<file path="config.mk">
export PLATFORM = sky130hd
export DESIGN_NAME = omd_decoder
export DESIGN_NICKNAME = d
export VERILOG_FILES = /design/src/verilog/omd_operand_sel.v /design/src/verilog/omd_decoder.v
export VERILOG_INCLUDE_DIRS = /design/src /design/src/verilog
export SDC_FILE = /design/constraint.sdc
export NUM_CORES = 1
export LEC_CHECK = 0
export ABC_AREA = 1
export BUFFER_PORTS_ARGS = -buffer_cell sky130_fd_sc_hd__buf_2
export CELL_PAD_IN_SITES_DETAIL_PLACEMENT = 0
export CELL_PAD_IN_SITES_GLOBAL_PLACEMENT = 1
export CORE_AREA = 2 2 112 114
export DETAILED_ROUTE_END_ITERATION = 10
export DIE_AREA = 0 0 114 116
export HOLD_SLACK_MARGIN = 0.06
export PLACE_DENSITY = 0.83
export SLEW_MARGIN = 20
export SYNTH_ARGS = -nofsm -noshare
export SYNTH_HDL_FRONTEND = slang
export SYNTH_SLANG_ARGS = --single-unit
</file>
<file path="constraint.sdc">
create_clock -name CLK_IN -period 1.55 [get_ports CLK_IN]
set_clock_uncertainty 0.05 [all_clocks]
set_input_delay 0.0775 -clock CLK_IN [delete_from_list [all_inputs] [get_ports CLK_IN]]
set_output_delay 0.0775 -clock CLK_IN [all_outputs]
set_load 0.01 [all_outputs]
</file>
<file path="src/verilog/omd_defines.vh">
// Constants for the operand mode decoder: instruction fields, encodings, APB map.
// Assumes a 32-bit instruction word and a 32-bit APB with byte addresses.
//
// Overview of operation
// RL1 - Three-operand: first source register, literal or special register from its two bits.
// RL2 - Three-operand: second source register, literal or special register from its two bits.
// RL3 - Three-operand: src/dst bit 0 register; 1 literal if read, special if written.
// RL4 - Producers never set src/dst mode bit for write-only or read-modify-write operands.
// RL5 - Compare-branch, both bits 0: all three operands are registers.
// RL6 - Compare-branch, mode bit 1, special bit 0: first source literal, others registers.
// RL7 - Compare-branch, special bit 1: second source and destination special registers.
// RL8 - Compare-branch and branch-only: guess flag 0 predicts true, 1 predicts false.
// RL9 - Producers never emit both mode and special bits set for one source.
// RL10 - Reserved operand-mode combinations raise an invalid-opcode fault instead of executing.
`ifndef OMD_DEFINES_VH
`define OMD_DEFINES_VH

// Instruction fields
`define OMD_OPC_HI        31
`define OMD_OPC_LO        24
`define OMD_REG_SRCDST_M  13
`define OMD_REG_SRC2_M    12
`define OMD_REG_SRC1_M    11
`define OMD_REG_SRC2_S    6
`define OMD_REG_SRC1_S    5
`define OMD_CB_SRC1_M     13
`define OMD_CB_SRC2_S     0
`define OMD_BR_GUESS      1

// Opcode ranges of each format
`define OMD_CTRL_OPC_HI   8'h1f
`define OMD_CB_OPC_LO     8'h20
`define OMD_CB_OPC_HI     8'h3f
`define OMD_REG_OPC_LO    8'h58
`define OMD_REG_OPC_HI    8'h7f

// Operand source encodings
`define OMD_SEL_REG       2'h0
`define OMD_SEL_LIT       2'h1
`define OMD_SEL_SFR       2'h2
`define OMD_SEL_NONE      2'h3

// Format encodings
`define OMD_FMT_NONE      2'h0
`define OMD_FMT_REG       2'h1
`define OMD_FMT_CB        2'h2
`define OMD_FMT_CTRL      2'h3

// APB map
`define OMD_AW            12
`define OMD_ADDR_CTRL     12'h000
`define OMD_ADDR_STATUS   12'h004
`define OMD_ADDR_FCNT     12'h008
`define OMD_CTRL_RESET    32'h0000_0001
`define OMD_CTRL_FAULT_EN 0
`define OMD_ST_SRC1       0
`define OMD_ST_SRC2       2
`define OMD_ST_SDS        4
`define OMD_ST_SDD        6
`define OMD_ST_FMT        8
`define OMD_ST_GUESS      10
`define OMD_ST_FAULT      11
`define OMD_FCNT_W        16

`endif

</file>
<file path="src/verilog/omd_operand_sel.v">
// One source operand select from its mode bit and special-function bit.
// Assumes both bits come from the same instruction word, same clock.
`timescale 1ns/10ps
`include "omd_defines.vh"

module omd_operand_sel (
    input  wire       mode_bit_in,
    input  wire       sfr_bit_in,
    output reg  [1:0] sel_out,
    output wire       reserved_out
);
    assign reserved_out = mode_bit_in & sfr_bit_in; // RL10

    always @* begin
        case ({mode_bit_in, sfr_bit_in})
            2'b00:   sel_out = `OMD_SEL_REG;
            2'b10:   sel_out = `OMD_SEL_LIT;
            2'b01:   sel_out = `OMD_SEL_SFR;
            default: sel_out = `OMD_SEL_NONE;
        endcase
    end
endmodule // omd_operand_sel

</file>
<file path="src/verilog/omd_decoder.v">
// Operand mode decoder top: decodes one instruction word per cycle.
// Assumes instruction and APB signals are synchronous to CLK_IN.
`timescale 1ns/10ps
`include "omd_defines.vh"

module omd_decoder (
    input  wire                CLK_IN,
    input  wire                RESETN_IN,
    input  wire [31:0]         INSTR_IN,
    input  wire                INSTR_VALID_IN,
    input  wire                SRCDST_WRITTEN_IN,
    input  wire                PSEL_IN,
    input  wire                PENABLE_IN,
    input  wire                PWRITE_IN,
    input  wire [`OMD_AW-1:0]  PADDR_IN,
    input  wire [31:0]         PWDATA_IN,
    output reg  [31:0]         PRDATA_OUT,
    output reg                 PREADY_OUT,
    output reg                 PSLVERR_OUT,
    output reg                 DEC_VALID_OUT,
    output reg  [1:0]          FORMAT_OUT,
    output reg  [1:0]          SRC1_SEL_OUT,
    output reg  [1:0]          SRC2_SEL_OUT,
    output reg  [1:0]          SRCDST_SRC_SEL_OUT,
    output reg  [1:0]          SRCDST_DST_SEL_OUT,
    output reg                 HAS_GUESS_OUT,
    output reg                 GUESS_FALSE_OUT,
    output reg                 INVALID_OPCODE_OUT
);
    // Field extraction
    wire [7:0] opcode;
    wire       is_ctrl;
    wire       is_cb;
    wire       is_reg;
    wire [1:0] reg_src1_sel;
    wire [1:0] reg_src2_sel;
    wire       reg_src1_rsv;
    wire       reg_src2_rsv;
    wire       srcdst_mode_bit;
    wire       cb_src1_mode_bit;
    wire       cb_src2_sfr_bit;
    wire       guess_flag;

    assign opcode           = INSTR_IN[`OMD_OPC_HI:`OMD_OPC_LO];
    assign is_ctrl          = (opcode <= `OMD_CTRL_OPC_HI);
    assign is_cb            = (opcode >= `OMD_CB_OPC_LO) && (opcode <= `OMD_CB_OPC_HI);
    assign is_reg           = (opcode >= `OMD_REG_OPC_LO) && (opcode <= `OMD_REG_OPC_HI);
    assign srcdst_mode_bit  = INSTR_IN[`OMD_REG_SRCDST_M];
    assign cb_src1_mode_bit = INSTR_IN[`OMD_CB_SRC1_M];
    assign cb_src2_sfr_bit  = INSTR_IN[`OMD_CB_SRC2_S];
    assign guess_flag       = INSTR_IN[`OMD_BR_GUESS];

    omd_operand_sel u_src1_sel (
        .mode_bit_in  (INSTR_IN[`OMD_REG_SRC1_M]),
        .sfr_bit_in   (INSTR_IN[`OMD_REG_SRC1_S]),
        .sel_out      (reg_src1_sel),
        .reserved_out (reg_src1_rsv)
    ); // RL1

    omd_operand_sel u_src2_sel (
        .mode_bit_in  (INSTR_IN[`OMD_REG_SRC2_M]),
        .sfr_bit_in   (INSTR_IN[`OMD_REG_SRC2_S]),
        .sel_out      (reg_src2_sel),
        .reserved_out (reg_src2_rsv)
    ); // RL2

    // Control and status registers
    reg [31:0]             ctrl_q;
    reg                    fault_seen_q;
    reg [`OMD_FCNT_W-1:0]  fault_cnt_q;
    wire                   fault_en;
    assign fault_en = ctrl_q[`OMD_CTRL_FAULT_EN];

    // Combinational decode
    reg [1:0] fmt_d;
    reg [1:0] src1_d;
    reg [1:0] src2_d;
    reg [1:0] sds_d;
    reg [1:0] sdd_d;
    reg       has_guess_d;
    reg       guess_false_d;
    reg       rsv_d;

    always @* begin
        fmt_d         = `OMD_FMT_NONE;
        src1_d        = `OMD_SEL_NONE;
        src2_d        = `OMD_SEL_NONE;
        sds_d         = `OMD_SEL_NONE;
        sdd_d         = `OMD_SEL_NONE;
        has_guess_d   = 1'b0;
        guess_false_d = 1'b0;
        rsv_d         = 1'b0;
        if (is_reg) begin
            fmt_d  = `OMD_FMT_REG;
            src1_d = reg_src1_sel; // RL1
            src2_d = reg_src2_sel; // RL2
            if (srcdst_mode_bit) begin
                sds_d = `OMD_SEL_LIT; // RL3
                sdd_d = `OMD_SEL_SFR; // RL3
            end else begin
                sds_d = `OMD_SEL_REG; // RL3
                sdd_d = `OMD_SEL_REG; // RL3
            end
            // Source/dst literal cannot be a write target
            rsv_d = reg_src1_rsv | reg_src2_rsv |
                    (srcdst_mode_bit & SRCDST_WRITTEN_IN); // RL10 RL4 RL9
        end else if (is_cb) begin
            fmt_d         = `OMD_FMT_CB;
            has_guess_d   = 1'b1;
            guess_false_d = guess_flag; // RL8
            if (cb_src1_mode_bit) begin
                src1_d = `OMD_SEL_LIT; // RL6
            end else begin
                src1_d = `OMD_SEL_REG; // RL5
            end
            if (cb_src2_sfr_bit) begin
                src2_d = `OMD_SEL_SFR; // RL7
                sdd_d  = `OMD_SEL_SFR; // RL7
            end else begin
                src2_d = `OMD_SEL_REG; // RL5
                sdd_d  = `OMD_SEL_REG; // RL6
            end
        end else if (is_ctrl) begin
            fmt_d         = `OMD_FMT_CTRL;
            has_guess_d   = 1'b1;
            guess_false_d = guess_flag; // RL8
        end
    end

    wire fault_evt;
    assign fault_evt = INSTR_VALID_IN & rsv_d & fault_en;

    // Registered decode outputs
    always @(posedge CLK_IN or negedge RESETN_IN) begin
        if (!RESETN_IN) begin
            DEC_VALID_OUT      <= 1'b0;
            FORMAT_OUT         <= `OMD_FMT_NONE;
            SRC1_SEL_OUT       <= `OMD_SEL_NONE;
            SRC2_SEL_OUT       <= `OMD_SEL_NONE;
            SRCDST_SRC_SEL_OUT <= `OMD_SEL_NONE;
            SRCDST_DST_SEL_OUT <= `OMD_SEL_NONE;
            HAS_GUESS_OUT      <= 1'b0;
            GUESS_FALSE_OUT    <= 1'b0;
            INVALID_OPCODE_OUT <= 1'b0;
        end else begin
            DEC_VALID_OUT      <= INSTR_VALID_IN;
            INVALID_OPCODE_OUT <= fault_evt; // RL10
            if (INSTR_VALID_IN) begin
                FORMAT_OUT         <= fmt_d;
                SRC1_SEL_OUT       <= src1_d;
                SRC2_SEL_OUT       <= src2_d;
                SRCDST_SRC_SEL_OUT <= sds_d;
                SRCDST_DST_SEL_OUT <= sdd_d;
                HAS_GUESS_OUT      <= has_guess_d;
                GUESS_FALSE_OUT    <= guess_false_d;
            end
        end
    end

    // APB slave, one wait state
    wire apb_access;
    wire apb_done;
    wire apb_wr;
    wire addr_ok;
    assign apb_access = PSEL_IN & PENABLE_IN;
    assign apb_done   = apb_access & PREADY_OUT;
    assign apb_wr     = apb_done & PWRITE_IN;
    assign addr_ok    = (PADDR_IN == `OMD_ADDR_CTRL) || (PADDR_IN == `OMD_ADDR_STATUS) ||
                        (PADDR_IN == `OMD_ADDR_FCNT);

    reg [31:0] rdata_d;
    always @* begin
        rdata_d = 32'h0000_0000;
        case (PADDR_IN)
            `OMD_ADDR_CTRL: begin
                rdata_d = ctrl_q;
            end
            `OMD_ADDR_STATUS: begin
                rdata_d[`OMD_ST_SRC1+1:`OMD_ST_SRC1] = SRC1_SEL_OUT;
                rdata_d[`OMD_ST_SRC2+1:`OMD_ST_SRC2] = SRC2_SEL_OUT;
                rdata_d[`OMD_ST_SDS+1:`OMD_ST_SDS]   = SRCDST_SRC_SEL_OUT;
                rdata_d[`OMD_ST_SDD+1:`OMD_ST_SDD]   = SRCDST_DST_SEL_OUT;
                rdata_d[`OMD_ST_FMT+1:`OMD_ST_FMT]   = FORMAT_OUT;
                rdata_d[`OMD_ST_GUESS]               = GUESS_FALSE_OUT;
                rdata_d[`OMD_ST_FAULT]               = fault_seen_q;
            end
            `OMD_ADDR_FCNT: begin
                rdata_d[`OMD_FCNT_W-1:0] = fault_cnt_q;
            end
            default: begin
                rdata_d = 32'h0000_0000;
            end
        endcase
    end

    always @(posedge CLK_IN or negedge RESETN_IN) begin
        if (!RESETN_IN) begin
            PREADY_OUT  <= 1'b0;
            PRDATA_OUT  <= 32'h0000_0000;
            PSLVERR_OUT <= 1'b0;
        end else begin
            PREADY_OUT  <= apb_access & ~PREADY_OUT;
            PSLVERR_OUT <= apb_access & ~PREADY_OUT & ~addr_ok;
            if (apb_access & ~PREADY_OUT & ~PWRITE_IN) begin
                PRDATA_OUT <= rdata_d;
            end else begin
                PRDATA_OUT <= 32'h0000_0000;
            end
        end
    end

    // Control, sticky fault flag and fault counter
    always @(posedge CLK_IN or negedge RESETN_IN) begin
        if (!RESETN_IN) begin
            ctrl_q       <= `OMD_CTRL_RESET;
            fault_seen_q <= 1'b0;
            fault_cnt_q  <= {`OMD_FCNT_W{1'b0}};
        end else begin
            if (apb_wr && PADDR_IN == `OMD_ADDR_CTRL) begin
                ctrl_q <= PWDATA_IN;
            end
            // New fault wins over a clear in the same cycle
            if (fault_evt) begin
                fault_seen_q <= 1'b1;
            end else if (apb_wr && PADDR_IN == `OMD_ADDR_STATUS &&
                         PWDATA_IN[`OMD_ST_FAULT]) begin
                fault_seen_q <= 1'b0;
            end
            if (fault_evt) begin
                fault_cnt_q <= fault_cnt_q + {{(`OMD_FCNT_W-1){1'b0}}, 1'b1};
            end else if (apb_wr && PADDR_IN == `OMD_ADDR_FCNT) begin
                fault_cnt_q <= {`OMD_FCNT_W{1'b0}};
            end
        end
    end
endmodule // omd_decoder

</file>
* Word-level counts from Yosys, hierarchy flattened
Cells that the tools add are included.
** Cells by class
- Equal/unequal tests :: 6
- Magnitude comparators :: 5
- Bitwise logic cells :: 16
- Reduce and logical (&&, ||, !) cells :: 13
- Muxes and demuxes :: 29
- $add $sub $neg :: 1
** Operators by type and width (count)
- $mux 16 :: 3
- $pmux 12 s3 :: 1
- $mux 32 :: 1
- $mux 2 :: 11
- $add 16x1->16 const B :: 1
- $eq 12x3->1 const B :: 1
- $eq 12x4->1 const B :: 1
- $logic_not 12->1 :: 1
- $pmux 2 s3 :: 2
- $and 1x1->1 :: 11
- $mux 1 :: 10
- $ge 8x6->1 const B :: 1
- $ge 8x7->1 const B :: 1
- $le 8x5->1 const B :: 1
- $le 8x6->1 const B :: 1
- $le 8x7->1 const B :: 1
- $pmux 4 s2 :: 1
- $logic_and 1x1->1 :: 6
- $eq 2x1->1 const B :: 2
- $eq 2x2->1 const B :: 2
- $logic_not 2->1 :: 2
- $reduce_bool 2->1 :: 2
- $not 1->1 :: 3
- $logic_or 1x1->1 :: 2
- $or 1x1->1 :: 2
** Storage, ports and cells
- Output and inout port bits :: 48
- Flip-flop bits (word level) :: 97
- Word-level logic and storage cells :: 85

* Longest topological paths before layout
- Word-level depth :: 7
- Depth in mapped cells :: 9
- Depth with buffers taken out :: 9

* Cells and area by module
A second synthesis with hierarchy kept.
** Second synthesis, totals
- Cell total of the unflattened synthesis :: 546
- Area total of the unflattened synthesis :: 4504.3 sq um
** By module, submodules not included
- omd_decoder :: sequential area each 2413.6 sq um, cells an instance 538, instances 1, area each 4474.3 sq um
- omd_operand_sel :: sequential area each 0.0 sq um, cells an instance 4, instances 2, area each 15.0 sq um

* Worst setup path before layout
No wires, ideal clock.
- Path type :: flip-flop to flip-flop
- From :: register PREADY_OUT
- To :: register fault_cnt_q[10]
- Stages on the path, launching flop included :: 7
- Arrival :: 1.209 ns
- Path buffers :: 1
- Library setup time :: 0.118 ns
- Slack :: 0.173 ns
- Data required time :: 1.382 ns
- Clock period less this slack :: 1.377 ns
- Path through :: dfrtp_1 nand2_1 nor2_2 nand3_2 buf_2 nand3_1 nand2_1
** On the way
- Word-level cells in the longest chain between the ends :: 4
** Ends and longest elaborated chain
- start: declaration :: RTL line omd_decoder.v:18 : output reg PREADY_OUT,
- start signal: assignment :: RTL line omd_decoder.v:202 : PREADY_OUT <= apb_access & ~PREADY_OUT;
- $and 1x1->1 :: RTL line omd_decoder.v:166 : assign apb_done = apb_access & PREADY_OUT;
- $and 1x1->1 :: RTL line omd_decoder.v:167 : assign apb_wr = apb_done & PWRITE_IN;
- $logic_and 1x1->1 (no source line)
- $reduce_bool 2->1 (no source line)
- end signal: assignment :: RTL line omd_decoder.v:217 : fault_cnt_q <= {`OMD_FCNT_W{1'b0}};
- end signal: assignment :: RTL line omd_decoder.v:230 : fault_cnt_q <= fault_cnt_q + {{(`OMD_FCNT_W-1){1'b0}}, 1'b1};
- end signal: assignment :: RTL line omd_decoder.v:232 : fault_cnt_q <= {`OMD_FCNT_W{1'b0}};
- end: declaration :: RTL line omd_decoder.v:70 : reg [`OMD_FCNT_W-1:0] fault_cnt_q;
Every way passes these cells.
A chain may end at the register's enable or synchronous reset.

* Worst setup path after layout
- From :: input PENABLE_IN
- To :: register ctrl_q[4]
** On the way
- Word-level cells in the longest chain between the ends :: 4
** Ends and longest elaborated chain
- start: declaration :: RTL line omd_decoder.v:13 : input wire PENABLE_IN,
- $and 1x1->1 :: RTL line omd_decoder.v:165 : assign apb_access = PSEL_IN & PENABLE_IN;
- $and 1x1->1 :: RTL line omd_decoder.v:166
- $and 1x1->1 :: RTL line omd_decoder.v:167
- $logic_and 1x1->1 (no source line)
- end signal: assignment :: RTL line omd_decoder.v:215 : ctrl_q <= `OMD_CTRL_RESET;
- end: declaration :: RTL line omd_decoder.v:68 : reg [31:0] ctrl_q;
Every way passes these cells.

==> metrics <==
status finished, final reports clean; hpwl dp 8000 um; # rows 40; CTS tree yes; post-synthesis cell area 4490 sq um; drc violations 0; Pleak 3.19 nW; Via Count 4186; commonest non-fill, non-tap cell in the layout nand2_1; Fill cells 1149; final hold vios 0; final setup margin 110 ps; Power Total 5.12 mW; maximum VDD drop 0.000449 V; top cells by area in the synthesized netlist dfrtp_1 (48%), nand2_1 (15%), nand3_1 (12%); Worst Min Path Start PADDR_IN[0]; Synth area leader dfrtp_1; dpl cell area 5190 sq um; hold path depth 4; first-pass GRT wire length 19300 um; most frequent cells in the layout nand2_1 (174), nand3_1 (109), buf_2 (109); final std cells w/o fill 857; crit-path cells dlygate4sd3_1 > buf_2 > nand2_1 > nor2_2 > nand2_4 > nand2_1 > nand2_1; largest net degree at the start of global routing 97; post-synthesis sequential area ratio 53.7%; Syn Nets 631; Crit. End Element flop; drt total wl 11800 um; Starting Density 37.7%; Worst Path Required 1730 ps; share of the synthesized area in the top cell type 48.5%; Max Fanout on Critical Path 32; layout net count 789; Max Fclk 694 MHz; worst reg2reg path endpoint fault_cnt_q[10]; Clock Tree Root clkbuf_16; Post-Syn Instances 547; clock sinks 96; die extent in x 114 um; Area growth, synth to finish 33.1%; Buf/Inv on CP 2; maxcap violations 0; Hold Path Class input pin to flop; pre-CTS WS -19.9 ps; RSZ-0062 raised after global routing yes; period utilisation layout 92.9%; Port Buf Inserts 110; Synth cell types 30; r2r worst-path depth 8; vias in the first global route 4042; Worst Hold Endpoint PRDATA_OUT[5]; most used cell, CP nand2_1; total global-route track usage 18.6%; Final min period 1440 ps; Power per Cell Area 857 nW/um^2; relative slew slack 65.6%; final instance area 5980 sq um; initial antenna violation count 0; final estimated routing congestion in global placement 0.855; I/O pin cnt 131; vias per cell 4.88; Slowest cell on crit path dlygate4sd3_1; post-synthesis register bit count 96; Remaining Overflow, GRT 0; setup_tns 0 ps; Clk Latency, worst-skew pair 340 ps; initial drt markers 225; Max Buffers Root-to-Sink 2; die area 13200 sq um; layout cell share with drive strength beyond 1 24.1%; routed len/inst 13.8 um; worst flop-to-flop path startpoint fault_cnt_q[1]; Slew Limit Fails 0; total CTS buffers 9; critical path's largest stage delay 530 ps; Final setup viols 0; Worst-Margin Slew 515 ps; YS warnings 0; n_diodes 0; DRT antenna net count 0; DIE HEIGHT 116 um; TritonRoute pass-1 iters 4; R2R Setup Slk 120 ps; placed insts 793; Top delay family on crit path simple AND/OR/NAND/NOR gates; Clock transition at path regs 70 ps; Critical Path Source Type input pin; WP data arrival 1620 ps; CORE AREA 11900 sq um; H-tree Lvls 3; syn avg cell area 8.21 sq um; Crit Path Category input pin to flop
[power breakdown]
part	total, mW	switching [mW]	internal (mW)
Sequential	2.58	0.0313	2.55
Combinational	0.403	0.209	0.194
Clock	2.14	1.02	1.12
[Yosys cell counts (all sizes together)]
cell     instances
nand3          110
o21ai            9
xor2             2
o21bai           3
dfstp            9
o211ai           1
nor2            57
buf             18
nor3             2
nand4           17
o2111ai          1
dfrtp           87
inv             36
clkbuf           9
a21oi            6
ha               1
xnor2            1
o31ai            1
nand2          177
[cell type report]
type / instances / area (sq um) / area share (%)
repair buffers: 174 / 1170 / 19.5
inverters: 36 / 138 / 2.30
clock inverters: 7 / 61.3 / 1.03
multi-input cells: 388 / 1790 / 30.0
well taps: 147 / 184 / 3.08
flip-flops and latches: 96 / 2410 / 40.4
clock buffers: 9 / 225 / 3.77
[per-stage QoR]
| stage | util, % | hold WS (ps) |
|---|---|---|
| CTS | 49.9 | 65.5 |
| detailed placement | 43.6 | 123 |
| global placement | 43.6 | 121 |
| global route | 50.2 | 85.9 |
| finish | 50.2 | 62.7 |
| floorplan | - | -268 |
[routing by layer]
layer	GRT usage [%]	wire [um]	part of all wire, %	vias to the layer above
met4	7.64	280	2.4	0
met5	0	0	0	-
met3	3.56	527	4.5	25
met2	29.7	5690	48	115
met1	25.0	5330	45	1954
li1	-	-	-	2092
[timing repair]
action                     in CTS  in global routing
gates resized for setup         0                  5
setup buffers                   0                  1
setup endpoints to repair       0                 35
hold buffers                   47                  0
hold endpoints to repair      132                  0
[state kept, by name, summed over array words and instances (netlist names)]
register / flops
fault_seen_q: 1
DEC_VALID_OUT: 1
ctrl_q: 32
SRCDST_SRC_SEL_OUT: 2
INVALID_OPCODE_OUT: 1
PRDATA_OUT: 32
fault_cnt_q: 16
SRC1_SEL_OUT: 2
PREADY_OUT: 1
FORMAT_OUT: 2
SRC2_SEL_OUT: 2
GUESS_FALSE_OUT: 1
SRCDST_DST_SEL_OUT: 2
PSLVERR_OUT: 1
[worst max-delay path by stage]
stage                      from              end  slack, ps  cells after the start
floorplan            PREADY_OUT  fault_cnt_q[10]        170                      6
global placement    PADDR_IN[9]   fault_cnt_q[2]         20                      8
detailed placement  PADDR_IN[9]   fault_cnt_q[2]        -20                      8
CTS                  PREADY_OUT   fault_cnt_q[5]         30                      5
global route         PENABLE_IN        ctrl_q[5]        -20                      7
finish               PENABLE_IN        ctrl_q[4]        110                      7
[logic make-up (layout without fill, tap and decap cells)]
family	after synthesis	after routing	synth area share, %
and+or+nand+nor	363	363	35.6
DFF	96	96	53.7
buffers and inverters	63	226	6.91
adders and majority gates	1	1	0.279
xor gates and xnor gates	3	3	0.585
AOI/OAI and AO/OA	21	21	2.92
[worst min-delay path: stages]
cell and delay (ps):
buf_2 80, nor2_2 50, o2111ai_2 120, nor2_1 70
No activity file was read; power rests on OpenSTA's default activity.
